`config.mk`:
```
export PLATFORM = sky130hd
export DESIGN_NAME = pcp_socket_ctrl
export DESIGN_NICKNAME = d
export VERILOG_FILES = /design/src/verilog/pcp_pkg.sv /design/src/verilog/pcp_power_decode.sv /design/src/verilog/pcp_irq_route.sv /design/src/verilog/pcp_socket_ctrl.sv
export SDC_FILE = /design/constraint.sdc
export NUM_CORES = 1
export LEC_CHECK = 0
export BUFFER_PORTS_ARGS = -buffer_cell sky130_fd_sc_hd__buf_2
export CAP_MARGIN = 10
export CORE_ASPECT_RATIO = 0.75
export CORE_MARGIN = 8
export CORE_UTILIZATION = 45
export CTS_CLUSTER_DIAMETER = 200
export DETAILED_ROUTE_END_ITERATION = 8
export GPL_ROUTABILITY_DRIVEN = 0
export PLACE_DENSITY = 0.83
export SLEW_MARGIN = 30
export SYNTH_ARGS = -nofsm -noshare
export SYNTH_HDL_FRONTEND = slang
export SYNTH_SLANG_ARGS = --single-unit
export TNS_END_PERCENT = 10
```
`constraint.sdc`:
```
create_clock -name CLK_SYS -period 1.62 [get_ports CLK_SYS]
set_input_delay 0.324 -clock CLK_SYS [delete_from_list [all_inputs] [get_ports CLK_SYS]]
set_output_delay 0.324 -clock CLK_SYS [all_outputs]
set_load 0.02 [all_outputs]
```
`src/verilog/pcp_pkg.sv`:
```
// Constants shared by the socket power and interrupt control block
`default_nettype none
package pcp_pkg;
  // ****************************************
  // Register offsets
  // ****************************************
  localparam logic [11:0] PCP_OFS_IDENT = 12'h800;
  localparam logic [11:0] PCP_OFS_IFSTAT = 12'h801;
  localparam logic [11:0] PCP_OFS_PWR = 12'h802;
  localparam logic [11:0] PCP_OFS_IGC = 12'h803;

  // ****************************************
  // Reset values and revision codes
  // ****************************************
  localparam logic [7:0] PCP_PWR_RESET = 8'h00;
  localparam logic [7:0] PCP_IGC_RESET = 8'h00;
  localparam logic [3:0] PCP_REV_RESET = 4'h4;
  localparam logic [3:0] PCP_REV_ORIGINAL = 4'h2;
  localparam logic [1:0] PCP_IFTYPE = 2'h2;
  localparam logic [1:0] PCP_IDSPARE_RESET = 2'h0;

  // ****************************************
  // Power register layouts
  // ****************************************
  localparam logic [7:0] PCP_PWR_MASK_ORIG = 8'hb3;
  localparam logic [7:0] PCP_PWR_MASK_REV = 8'h9b;
  localparam logic [7:0] PCP_PWR_CTX_ORIG = 8'ha0;
  localparam logic [7:0] PCP_PWR_CTX_REV = 8'h9b;
  localparam int PCP_PWR_OE_BIT = 7;
  localparam int PCP_PWR_AUTO_BIT = 5;
  localparam int PCP_PWR_SUPPLY_BIT = 4;
  localparam int PCP_PWR_VCC_LSB = 3;
  localparam int PCP_PWR_VPP_LSB = 0;
  localparam logic [1:0] PCP_VPP_NONE = 2'h0;
  localparam logic [1:0] PCP_VPP_VCC = 2'h1;
  localparam logic [1:0] PCP_VPP_12V = 2'h2;
  localparam logic [1:0] PCP_VCC_5V = 2'h2;
  localparam logic [1:0] PCP_VCC_3V3 = 2'h3;

  // ****************************************
  // Interrupt and general control layout
  // ****************************************
  localparam logic [7:0] PCP_IGC_CTX = 8'h60;
  localparam int PCP_IGC_RING_BIT = 7;
  localparam int PCP_IGC_RESET_BIT = 6;
  localparam int PCP_IGC_KIND_BIT = 5;
  localparam int PCP_IGC_CSC_BIT = 4;
  localparam logic [3:0] PCP_IRQ_NONE = 4'h0;
  localparam logic [3:0] PCP_IRQ_SMI = 4'h2;
  localparam int PCP_IRQ_LINES = 16;
endpackage : pcp_pkg
`default_nettype wire

```
`src/verilog/pcp_power_decode.sv`:
```
// Decoding of the socket power register into supply requests
`default_nettype none
module pcp_power_decode (
  // Register state
  input wire logic original_mode,
  input wire logic [7:0] pwr_value,
  input wire logic system_vcc_level_select,
  // Card presence
  input wire logic card_present,
  // Supply requests
  output logic vcc_5v,
  output logic vcc_3v3,
  output logic vpp_12v,
  output logic vpp_vcc
);
  logic auto_block;
  logic orig_vcc_on;
  logic [1:0] vcc_field;
  logic [1:0] vpp_field;
  logic vcc_on;

  // Auto switching holds power off until both detects show a card present
  assign auto_block = pwr_value[pcp_pkg::PCP_PWR_AUTO_BIT] && !card_present;
  assign orig_vcc_on = pwr_value[pcp_pkg::PCP_PWR_SUPPLY_BIT] && !auto_block;
  assign vcc_field = pwr_value[pcp_pkg::PCP_PWR_VCC_LSB +: 2];
  assign vpp_field = pwr_value[pcp_pkg::PCP_PWR_VPP_LSB +: 2];

  // Level select high picks 3.3 V in the original layout
  assign vcc_5v = original_mode ? (orig_vcc_on && !system_vcc_level_select)
                                : (vcc_field == pcp_pkg::PCP_VCC_5V);
  assign vcc_3v3 = original_mode ? (orig_vcc_on && system_vcc_level_select)
                                 : (vcc_field == pcp_pkg::PCP_VCC_3V3);
  assign vcc_on = vcc_5v || vcc_3v3;

  // Vpp only acts once Vcc is up; reserved codes give 0 V
  assign vpp_12v = vcc_on && (vpp_field == pcp_pkg::PCP_VPP_12V);
  assign vpp_vcc = vcc_on && original_mode && (vpp_field == pcp_pkg::PCP_VPP_VCC);
endmodule : pcp_power_decode
`default_nettype wire

```
`src/verilog/pcp_irq_route.sv`:
```
// Routing of status-change and functional card interrupts
`default_nettype none
module pcp_irq_route #(
  parameter int IRQ_LINES = pcp_pkg::PCP_IRQ_LINES
) (
  // Register state
  input wire logic [7:0] igc_value,
  input wire logic diag_route_ctrl,
  // Routing decisions
  output logic csc_to_pci,
  output logic smi_select,
  output logic [IRQ_LINES-1:0] irq_select
);
  logic [3:0] sel;

  if (IRQ_LINES != pcp_pkg::PCP_IRQ_LINES) begin : g_bad_lines
    $error("pcp_irq_route: IRQ_LINES must be 16");
  end

  assign sel = igc_value[3:0];
  // Select code of zero always reaches PCI, for older drivers
  assign csc_to_pci = (sel == pcp_pkg::PCP_IRQ_NONE)
                   || (!diag_route_ctrl && igc_value[pcp_pkg::PCP_IGC_CSC_BIT]);
  assign smi_select = (sel == pcp_pkg::PCP_IRQ_SMI);

  for (genvar i = 0; i < IRQ_LINES; i++) begin : g_irq
    localparam logic [3:0] CODE = 4'(i);
    assign irq_select[i] = (sel == CODE) && (CODE != pcp_pkg::PCP_IRQ_NONE)
                        && (CODE != pcp_pkg::PCP_IRQ_SMI);
  end
endmodule : pcp_irq_route
`default_nettype wire

```
`src/verilog/pcp_socket_ctrl.sv`:
```
// Socket power control and interrupt/general control registers
`default_nettype none
module pcp_socket_ctrl #(
  parameter int IRQ_LINES = pcp_pkg::PCP_IRQ_LINES
) (
  // Clock and resets
  input wire logic CLK_SYS,
  input wire logic RST,
  input wire logic GLOBAL_RESET,
  input wire logic BUS_RESET,
  input wire logic POWER_EVENT_EN,
  // Register port
  input wire logic [11:0] REG_ADDR,
  input wire logic REG_WR,
  input wire logic REG_RD,
  input wire logic [7:0] REG_WDATA,
  output logic [7:0] REG_RDATA,
  // System configuration
  input wire logic SYSTEM_VCC_LEVEL_SELECT,
  input wire logic DIAG_ROUTE_CTRL,
  input wire logic CARD_IS_32BIT,
  // Card status
  input wire logic CARD_DETECT1_N,
  input wire logic CARD_DETECT2_N,
  input wire logic CARD_READY,
  input wire logic CARD_WRITE_PROTECT,
  input wire logic [1:0] BATTERY_DETECT,
  // Socket power switch
  output logic VCC_5V_EN,
  output logic VCC_3V3_EN,
  output logic VPP_12V_EN,
  output logic VPP_VCC_EN,
  // Card control
  output logic CARD_OUTPUTS_EN,
  output logic CARD_RESET,
  output logic CARD_KIND,
  output logic RING_INDICATE_EN,
  output logic RING_INDICATE,
  // Interrupt routing
  output logic CSC_TO_PCI,
  output logic SMI_SELECT,
  output logic [IRQ_LINES-1:0] IRQ_SELECT
);
  // ****************************************
  // Register state
  // ****************************************
  logic [7:0] pwr_reg;
  logic [7:0] pwr_next;
  logic [7:0] igc_reg;
  logic [7:0] igc_next;
  logic [3:0] rev_reg;
  logic [3:0] rev_next;
  logic [1:0] idspare_reg;
  logic [1:0] idspare_next;
  logic [7:0] rdata_reg;
  logic [7:0] rdata_next;

  // ****************************************
  // Decode
  // ****************************************
  logic original_mode;
  logic [7:0] pwr_mask;
  logic [7:0] pwr_ctx;
  logic [7:0] pwr_view;
  logic bus_clear_all;
  logic [7:0] pwr_keep;
  logic [7:0] igc_keep;
  logic wr_pwr;
  logic wr_igc;
  logic wr_ident;
  logic card_present;
  logic vcc_5v;
  logic vcc_3v3;
  logic vpp_12v;
  logic vpp_vcc;
  logic power_off;
  logic csc_to_pci;
  logic smi_select;
  logic [IRQ_LINES-1:0] irq_select;
  logic [7:0] ident_view;
  logic [7:0] ifstat_view;

  if (IRQ_LINES != pcp_pkg::PCP_IRQ_LINES) begin : g_bad_lines
    $error("pcp_socket_ctrl: IRQ_LINES must be 16");
  end

  // Layout picked from the live revision value, no extra latency
  assign original_mode = (rev_reg == pcp_pkg::PCP_REV_ORIGINAL);
  assign pwr_mask = original_mode ? pcp_pkg::PCP_PWR_MASK_ORIG : pcp_pkg::PCP_PWR_MASK_REV;
  assign pwr_ctx = original_mode ? pcp_pkg::PCP_PWR_CTX_ORIG : pcp_pkg::PCP_PWR_CTX_REV;
  assign pwr_view = pwr_reg & pwr_mask;

  // Bus reset spares context bits only while power events are on
  assign bus_clear_all = !POWER_EVENT_EN;
  assign pwr_keep = bus_clear_all ? 8'h00 : pwr_ctx;
  assign igc_keep = bus_clear_all ? 8'h00 : pcp_pkg::PCP_IGC_CTX;

  assign wr_pwr = REG_WR && (REG_ADDR == pcp_pkg::PCP_OFS_PWR);
  assign wr_igc = REG_WR && (REG_ADDR == pcp_pkg::PCP_OFS_IGC);
  assign wr_ident = REG_WR && (REG_ADDR == pcp_pkg::PCP_OFS_IDENT);

  // ****************************************
  // Next-state selection
  // ****************************************
  // Global reset outranks bus reset, which outranks a write
  assign pwr_next = GLOBAL_RESET ? pcp_pkg::PCP_PWR_RESET
                  : BUS_RESET ? (pwr_reg & pwr_keep)
                  : wr_pwr ? (REG_WDATA & pwr_mask)
                  : pwr_reg;
  assign igc_next = GLOBAL_RESET ? pcp_pkg::PCP_IGC_RESET
                  : BUS_RESET ? (igc_reg & igc_keep)
                  : wr_igc ? REG_WDATA
                  : igc_reg;
  // Revision field answers to the global reset and to ident writes, not to bus reset
  assign rev_next = GLOBAL_RESET ? pcp_pkg::PCP_REV_RESET
                  : wr_ident ? REG_WDATA[3:0]
                  : rev_reg;
  assign idspare_next = GLOBAL_RESET ? pcp_pkg::PCP_IDSPARE_RESET
                      : wr_ident ? REG_WDATA[5:4]
                      : idspare_reg;

  // ****************************************
  // Power and routing decode
  // ****************************************
  assign card_present = !CARD_DETECT1_N && !CARD_DETECT2_N;

  pcp_power_decode u_power (
    .original_mode(original_mode),
    .pwr_value(pwr_view),
    .system_vcc_level_select(SYSTEM_VCC_LEVEL_SELECT),
    .card_present(card_present),
    .vcc_5v(vcc_5v),
    .vcc_3v3(vcc_3v3),
    .vpp_12v(vpp_12v),
    .vpp_vcc(vpp_vcc)
  );

  pcp_irq_route #(
    .IRQ_LINES(IRQ_LINES)
  ) u_route (
    .igc_value(igc_reg),
    .diag_route_ctrl(DIAG_ROUTE_CTRL),
    .csc_to_pci(csc_to_pci),
    .smi_select(smi_select),
    .irq_select(irq_select)
  );

  // Vpp cannot be on without Vcc, so Vcc alone decides
  assign power_off = !(vcc_5v || vcc_3v3);

  // ****************************************
  // Read path
  // ****************************************
  assign ident_view = {pcp_pkg::PCP_IFTYPE, idspare_reg, rev_reg};
  assign ifstat_view = {1'b0, power_off, CARD_READY, CARD_WRITE_PROTECT,
                        !CARD_DETECT2_N, !CARD_DETECT1_N, BATTERY_DETECT};
  // Unmapped addresses read zero
  assign rdata_next = !REG_RD ? rdata_reg
                    : (REG_ADDR == pcp_pkg::PCP_OFS_IDENT) ? ident_view
                    : (REG_ADDR == pcp_pkg::PCP_OFS_IFSTAT) ? ifstat_view
                    : (REG_ADDR == pcp_pkg::PCP_OFS_PWR) ? pwr_view
                    : (REG_ADDR == pcp_pkg::PCP_OFS_IGC) ? igc_reg
                    : 8'h00;

  // ****************************************
  // Registers
  // ****************************************
  always_ff @(posedge CLK_SYS or posedge RST) begin
    if (RST) begin
      pwr_reg <= pcp_pkg::PCP_PWR_RESET;
      igc_reg <= pcp_pkg::PCP_IGC_RESET;
      rev_reg <= pcp_pkg::PCP_REV_RESET;
      idspare_reg <= pcp_pkg::PCP_IDSPARE_RESET;
      rdata_reg <= 8'h00;
    end else begin
      pwr_reg <= pwr_next;
      igc_reg <= igc_next;
      rev_reg <= rev_next;
      idspare_reg <= idspare_next;
      rdata_reg <= rdata_next;
    end
  end

  // Outputs follow the registers one cycle later
  always_ff @(posedge CLK_SYS or posedge RST) begin
    if (RST) begin
      VCC_5V_EN <= 1'b0;
      VCC_3V3_EN <= 1'b0;
      VPP_12V_EN <= 1'b0;
      VPP_VCC_EN <= 1'b0;
      CARD_OUTPUTS_EN <= 1'b0;
      CARD_RESET <= 1'b0;
      CARD_KIND <= 1'b0;
      RING_INDICATE_EN <= 1'b0;
      RING_INDICATE <= 1'b0;
      CSC_TO_PCI <= 1'b0;
      SMI_SELECT <= 1'b0;
      IRQ_SELECT <= '0;
    end else begin
      VCC_5V_EN <= vcc_5v;
      VCC_3V3_EN <= vcc_3v3;
      VPP_12V_EN <= vpp_12v;
      VPP_VCC_EN <= vpp_vcc;
      CARD_OUTPUTS_EN <= pwr_reg[pcp_pkg::PCP_PWR_OE_BIT];
      // A 32-bit card never sees this reset line
      CARD_RESET <= !igc_reg[pcp_pkg::PCP_IGC_RESET_BIT] && !CARD_IS_32BIT;
      CARD_KIND <= igc_reg[pcp_pkg::PCP_IGC_KIND_BIT];
      RING_INDICATE_EN <= igc_reg[pcp_pkg::PCP_IGC_RING_BIT];
      RING_INDICATE <= igc_reg[pcp_pkg::PCP_IGC_RING_BIT] && BATTERY_DETECT[0];
      CSC_TO_PCI <= csc_to_pci;
      SMI_SELECT <= smi_select;
      IRQ_SELECT <= irq_select;
    end
  end

  assign REG_RDATA = rdata_reg;
endmodule : pcp_socket_ctrl
`default_nettype wire

```
==> metrics.cfg, run 1 <==
[outcome]
status = finished with violations
violations = setup timing

[cts]
cts_sinks = 53
clockBufferDepth = 2
cts_tree = yes
insertion_delay_ns = 0.30
cts_buffers = 5
cts_root_buffer = clkbuf_8
ctsHtreeMaxLevel = 2
path_clk_slew_ns = 0.10

[global_routing]
grt_overflow_total = 0
grtUsageTotal_pct = 15.3
grt_pass1_wl_um = 9470
antenna_found_initial = 0
grt_max_degree = 40
grt_pass1_vias = 1842

[synthesis]
synth_top_area_share_pct = 56.8
syn-instance-count = 205
ys.warnings.count = 0
synthTopCellsByArea = dfrtp_1, mux2i_1, o21ai_0
synth_edf_count = 0
synth_cell_type_count = 39
synth.most_common_cell = dfrtp_1
synth_common_cells = dfrtp_1, nor2_1, nand2_1
synthArstFlopShare_pct = 100
synthesis.area_mm2 = 0.00229
synth_area_per_cell_um2 = 11.2
synth_top_cell_by_area = dfrtp_1
synth-seq-cells = 53
synth-main-ff-cell = dfrtp_1
ys_seq_area_share_pct = 58.0

[place]
post-place-ws_ns = -0.454
numPlacedInstances = 340
hpwl_um = 4450
io_buffers = 68

[route]
wl_met3_um = 377
num_vias = 1817
antenna_left = 0
routed_via_density = 5.19
drtIter0Drc = 152
top_layer_used = met4
wl_met2_um = 2720
wl_per_cell_um = 16.3
finalWirelength_um = 5690
met1_length_um = 2560
drtPass1Iterations = 4
drc = 0

[layout]
layout.nets = 325
drive_above_1_share_pct = 40.7
syn_to_final_growth_pct = 29.8
final_cells = 350
nFillCells = 406
n_antenna_cell = 0
largest_reg_flops = 14

[floorplan]
die_h_um = 77.8
start_util_pct = 46.7
die_w_um = 98.4
die-area_mm2 = 0.00765
core-area_mm2 = 0.00490
io-pin-count = 71
std_cell_rows = 22

[worst_setup_path]
worst_ep_arrival_time_ns = 1.88
cp-start-kind = input pin
rr_worst_depth = 3
rrSetupSlack_ns = 0.04
r2r_start = rev_reg[2]$_DFFE_PP1P_
crit_start = REG_ADDR[6]
required_ns = 1.81
critPathKind = input pin to register
crit_end = rev_reg[0]$_DFFE_PP0P_
endpoint_kind = register
worstPathMaxFanout = 7
r2r-end = VCC_5V_EN$_DFF_PP0_

[flow_run]
cap_violations = 0

[sta]
timing.fmax_mhz = 594
layout_setup_ws_ns = -0.0636
rsz0062_at_grt = true
drv_slew = 0
skew_ns = 0.0142
finalHoldViolCount = 0
finalSetupViolations = 10
fin_crit_sh_pct = 104
min_period_ns = 1.68

[worst_hold_path]
hold_path.class = input pin to register

[pwr]
p_leak_nw = 1.52
irDropWorstVdd_mv = 0.347
powerDensity_mw_per_mm2 = 807

-- layout make-up --
| class | count | area (um^2) | share of cell area (%) |
|---|---|---|---|
| inverters | 8 | 30.0 | 1.01 |
| clock inverters | 3 | 47.5 | 1.60 |
| repair buffers | 91 | 538 | 18.1 |
| well taps | 60 | 75.1 | 2.53 |
| multi-input cells | 130 | 886 | 29.8 |
| flip-flops and latches | 53 | 1330 | 44.7 |
| clock buffers | 5 | 68.8 | 2.31 |
-- cell usage in the layout, fill, tap and decap left out, drive strengths merged, types with 5 or more instances in the layout --
cell type / instances
nor2: 18
nand2: 17
nand2b: 6
mux2i: 8
buf: 90
dfrtp: 52
clkbuf: 5
nor3: 7
o21ai: 16
inv: 10
nand3: 14
-- through the flow --
| step | utilization, % | setup TNS, ns | hold slack [ns] | power (W) | area [um^2] |
|---|---|---|---|---|---|
| after floorplan | - | -3.54 | 0.374 | 0.00143 | 2300 |
| after detailed placement | 57.3 | -9.23 | 0.302 | 0.00152 | 2810 |
| after global routing | 60.7 | -0.630 | 0.155 | 0.00252 | 2970 |
| after global placement | 57.3 | -8.27 | 0.300 | 0.00151 | 2810 |
| final | 60.7 | -0.241 | 0.160 | 0.00240 | 2970 |
| after CTS | 60.2 | -0.525 | 0.153 | 0.00242 | 2950 |
-- report_power, final --
part           internal (W)  switching [W]  total (W)
clock network      0.000471       0.000431   0.000902
logic             0.0000741       0.000100   0.000174
registers           0.00132    0.000000324    0.00132
total               0.00187       0.000531    0.00240
-- worst max-delay path, stage by stage --
cell	delay, ns
buf_2	0.10
or4_4	0.54
or4b_4	0.64
mux2i_1	0.21
nor2_1	0.06
-- how the worst min path moves through the flow --
| stage | start | end | slack [ns] | cells after the start |
|---|---|---|---|---|
| after floorplan | igc_reg[5]$_DFFE_PP0P_ | CARD_KIND$_DFF_PP0_ | 0.37 | 0 |
| after global placement | RST | RING_INDICATE$_DFF_PP0_ | 0.30 | 2 |
| after detailed placement | RST | REG_RDATA[1]$_DFFE_PP0P_ | 0.30 | 2 |
| after CTS | CARD_IS_32BIT | CARD_RESET$_DFF_PP0_ | 0.15 | 2 |
| after global routing | CARD_IS_32BIT | CARD_RESET$_DFF_PP0_ | 0.15 | 2 |
| final | CARD_IS_32BIT | CARD_RESET$_DFF_PP0_ | 0.16 | 2 |
-- repair_timing --
| action | 4_1_cts | 5_1_grt |
|---|---|---|
| endpoints found under the hold margin | 14 | 0 |
| gates resized for setup | 7 | 5 |
| setup buffers | 0 | 2 |
| hold buffers | 1 | 0 |
| setup endpoints to repair | 18 | 17 |
| pin swaps | 0 | 3 |
-- cells by family after synthesis --
logic type / count (synthesis) / synth area share [%]
simple gates: 81 / 20.2
mux: 11 / 6.45
buf+inv: 23 / 4.37
flops: 53 / 58.0
other cells: 1 / 0.164
compound gates: 36 / 10.8
-- layer usage --
metal	track usage, %	vias to the layer above
met3	4.90	2
met1	20.9	872
li1	-	890
met5	0	-
met4	3.51	0
met2	23.2	53
No activity file was read; power rests on OpenSTA's default activity.
==> run 2, diff against run 1 <==
--- a/config.mk
+++ b/config.mk
@@ -15,3 +15,4 @@
 export GPL_ROUTABILITY_DRIVEN = 0
-export PLACE_DENSITY = 0.83
+export PLACE_DENSITY = 0.81
+export SKIP_CTS_REPAIR_TIMING = 1
 export SLEW_MARGIN = 30
==> constraint.sdc (replaced) <==
create_clock -name CLK_SYS -period 2 [get_ports CLK_SYS]
set_input_delay 0 -clock CLK_SYS [delete_from_list [all_inputs] [get_ports CLK_SYS]]
set_output_delay 0 -clock CLK_SYS [all_outputs]
set_load 0.02 [all_outputs]
==> run 2 against run 1 <==
  * The flow now finishes without violations
  * Core utilization down 0.94 points
  * Critical path depth is 1 lower
  * Global-route usage shrank 0.47 points
  * Die area stayed put
  * First-iteration DRC count decreased by 23%
  * Sequential share of layout area up 0.71 points
  * Total power fell by 18%
  * Count of clock-buffer cells in the layout up 1
  * Worst hold slack worse by 0.15 ns
  * Register-to-register slack better by 0.13 ns
  * Non-clock buffer count is 5 lower
  * Critical path type is now register to register
  * Critical endpoint is now pwr_reg[3]$_DFFE_PP0P_
  * Largest cell class unchanged
==> metrics.cfg, run 2 (synthesis results as in run 1) <==
[cts]
insertion_delay_ns = 0.31  ; about the same
cts_tree = yes
cts_buffers = 5  ; unchanged
cts_sinks = 53  ; unchanged
ctsHtreeMaxLevel = 2  ; unchanged
path_clk_slew_ns = 0.09  ; about the same
cts_root_buffer = clkbuf_8
clockBufferDepth = 2  ; unchanged

[sta]
finalHoldViolCount = 0  ; unchanged
rsz0062_at_grt = false
finalSetupViolations = 0  ; -10
hold_ws_ns = 0.00999  ; -0.150 ns
relSlewSlack_pct = 63.5
timing.fmax_mhz = 547
tightest_slew_ns = 0.547
skew_ns = 0.00695  ; -0.00721 ns
fin_crit_sh_pct = 91.4
timing.setup.tns_ns = 0  ; +0.241 ns
min_period_ns = 1.83
layout_setup_ws_ns = 0.173  ; +0.236 ns
drv_slew = 0  ; unchanged

[global_routing]
grt_max_degree = 28  ; -30%
grtUsageTotal_pct = 14.9  ; -0.47 points
grt_pass1_vias = 1790  ; -2.8%
grt_pass1_wl_um = 9160  ; -3.3%
grt_overflow_total = 0  ; unchanged
antenna_found_initial = 0  ; unchanged

[pwr]
irDropWorstVdd_mv = 0.411  ; +19%
power_w = 0.00196  ; -18%
powerDensity_mw_per_mm2 = 670  ; -17%
p_leak_nw = 1.48  ; -2.7%

[route]
routed_via_density = 5.31  ; +2.2%
finalWirelength_um = 5610  ; -1.5%
num_vias = 1831  ; +0.77%
wl_per_cell_um = 16.3  ; about the same
antenna_left = 0  ; unchanged
drtPass1Iterations = 4  ; unchanged
drtIter0Drc = 117  ; -23%
drc = 0  ; unchanged

[worst_setup_path]
cp-start-kind = register
worst_ep_arrival_time_ns = 2.02  ; +0.14 ns
worstPathMaxFanout = 5  ; -2
required_ns = 2.19  ; +0.38 ns
endpoint_kind = register
critPathKind = register to register

[worst_hold_path]
hold_path.class = input pin to register

[floorplan]
die_h_um = 77.8  ; unchanged
std_cell_rows = 22  ; unchanged
start_util_pct = 46.7  ; unchanged
die-area_mm2 = 0.00765  ; unchanged
core-area_mm2 = 0.00490  ; unchanged
io-pin-count = 71  ; unchanged
die_w_um = 98.4  ; unchanged

[place]
io_buffers = 68  ; unchanged
hpwl_um = 4340  ; -2.3%
post-place-ws_ns = 0.113  ; +0.567 ns

[layout]
layout.nets = 320  ; -1.5%
layout_commonest_cell = buf_2
drive_above_1_share_pct = 33.7  ; -7.0 points
final_cell_mix = buf_2, dfrtp_1, nor2_1
largest_reg_flops = 14  ; unchanged
syn_to_final_growth_pct = 27.8
n_antenna_cell = 0  ; unchanged
nFillCells = 395  ; -2.7%

[flow_run]
cap_violations = 0  ; unchanged

[outcome]
status = completed

run 2: worst max-delay path, cell delays in order, from the launching register on:
cell	delay [ns]
dfrtp_1	0.41
or4b_2	0.76
nand2_1	0.11
o21ai_0	0.18
a32o_1	0.26
run 2: metrics by stage:
step / util (%) / area, um^2 / cells
2_1_floorplan: - / 2290 / 206
3_3_place_gp: 54.6 / 2680 / 324
3_5_place_dp: 54.6 / 2680 / 324
4_1_cts: 57.1 / 2800 / 332
5_1_grt: 59.7 / 2930 / 345
6_report: 59.7 / 2930 / 345
run 2: final cells by class:
| type | instances | area (um^2) | area share, % |
|---|---|---|---|
| inverter | 8 | 30.0 | 1.03 |
| tap | 60 | 75.1 | 2.57 |
| clock inverter | 2 | 37.5 | 1.28 |
| sequential | 53 | 1330 | 45.4 |
| multi-input combinational | 130 | 866 | 29.6 |
| clock buffer | 6 | 82.6 | 2.82 |
| timing repair buffer | 86 | 508 | 17.4 |
run 2: power by group:
group	leakage [nW]	internal (W)	total, W	switching [W]
clock	0.0574	0.000407	0.000743	0.000336
sequential	0.730	0.00107	0.00107	0.000000254
combinational	0.690	0.0000638	0.000145	0.0000810
total	1.48	0.00154	0.00196	0.000417
run 2: routing by layer:
metal | vias up | global-route usage, % | share of wire, %
li1 | 874 | - | -
met1 | 889 | 19.9 | 44
met2 | 56 | 22.5 | 48
met3 | 12 | 3.92 | 6.4
met4 | 0 | 6.11 | 2.0
met5 | - | 0 | 0
run 2: worst paths after layout:
kind	cells past startpoint	from	slack [ns]	to
max in group asynchronous	4	RST	1.06	RING_INDICATE_EN$_DFF_PP0_
min	3	SYSTEM_VCC_LEVEL_SELECT	0.01	VCC_3V3_EN$_DFF_PP0_
max reg2reg	4	rev_reg[3]$_DFFE_PP0P_	0.17	pwr_reg[3]$_DFFE_PP0P_
min in group asynchronous	3	RST	0.28	IRQ_SELECT[1]$_DFF_PP0_
min reg2reg	0	igc_reg[5]$_DFFE_PP0P_	0.46	CARD_KIND$_DFF_PP0_
max	4	rev_reg[3]$_DFFE_PP0P_	0.17	pwr_reg[3]$_DFFE_PP0P_
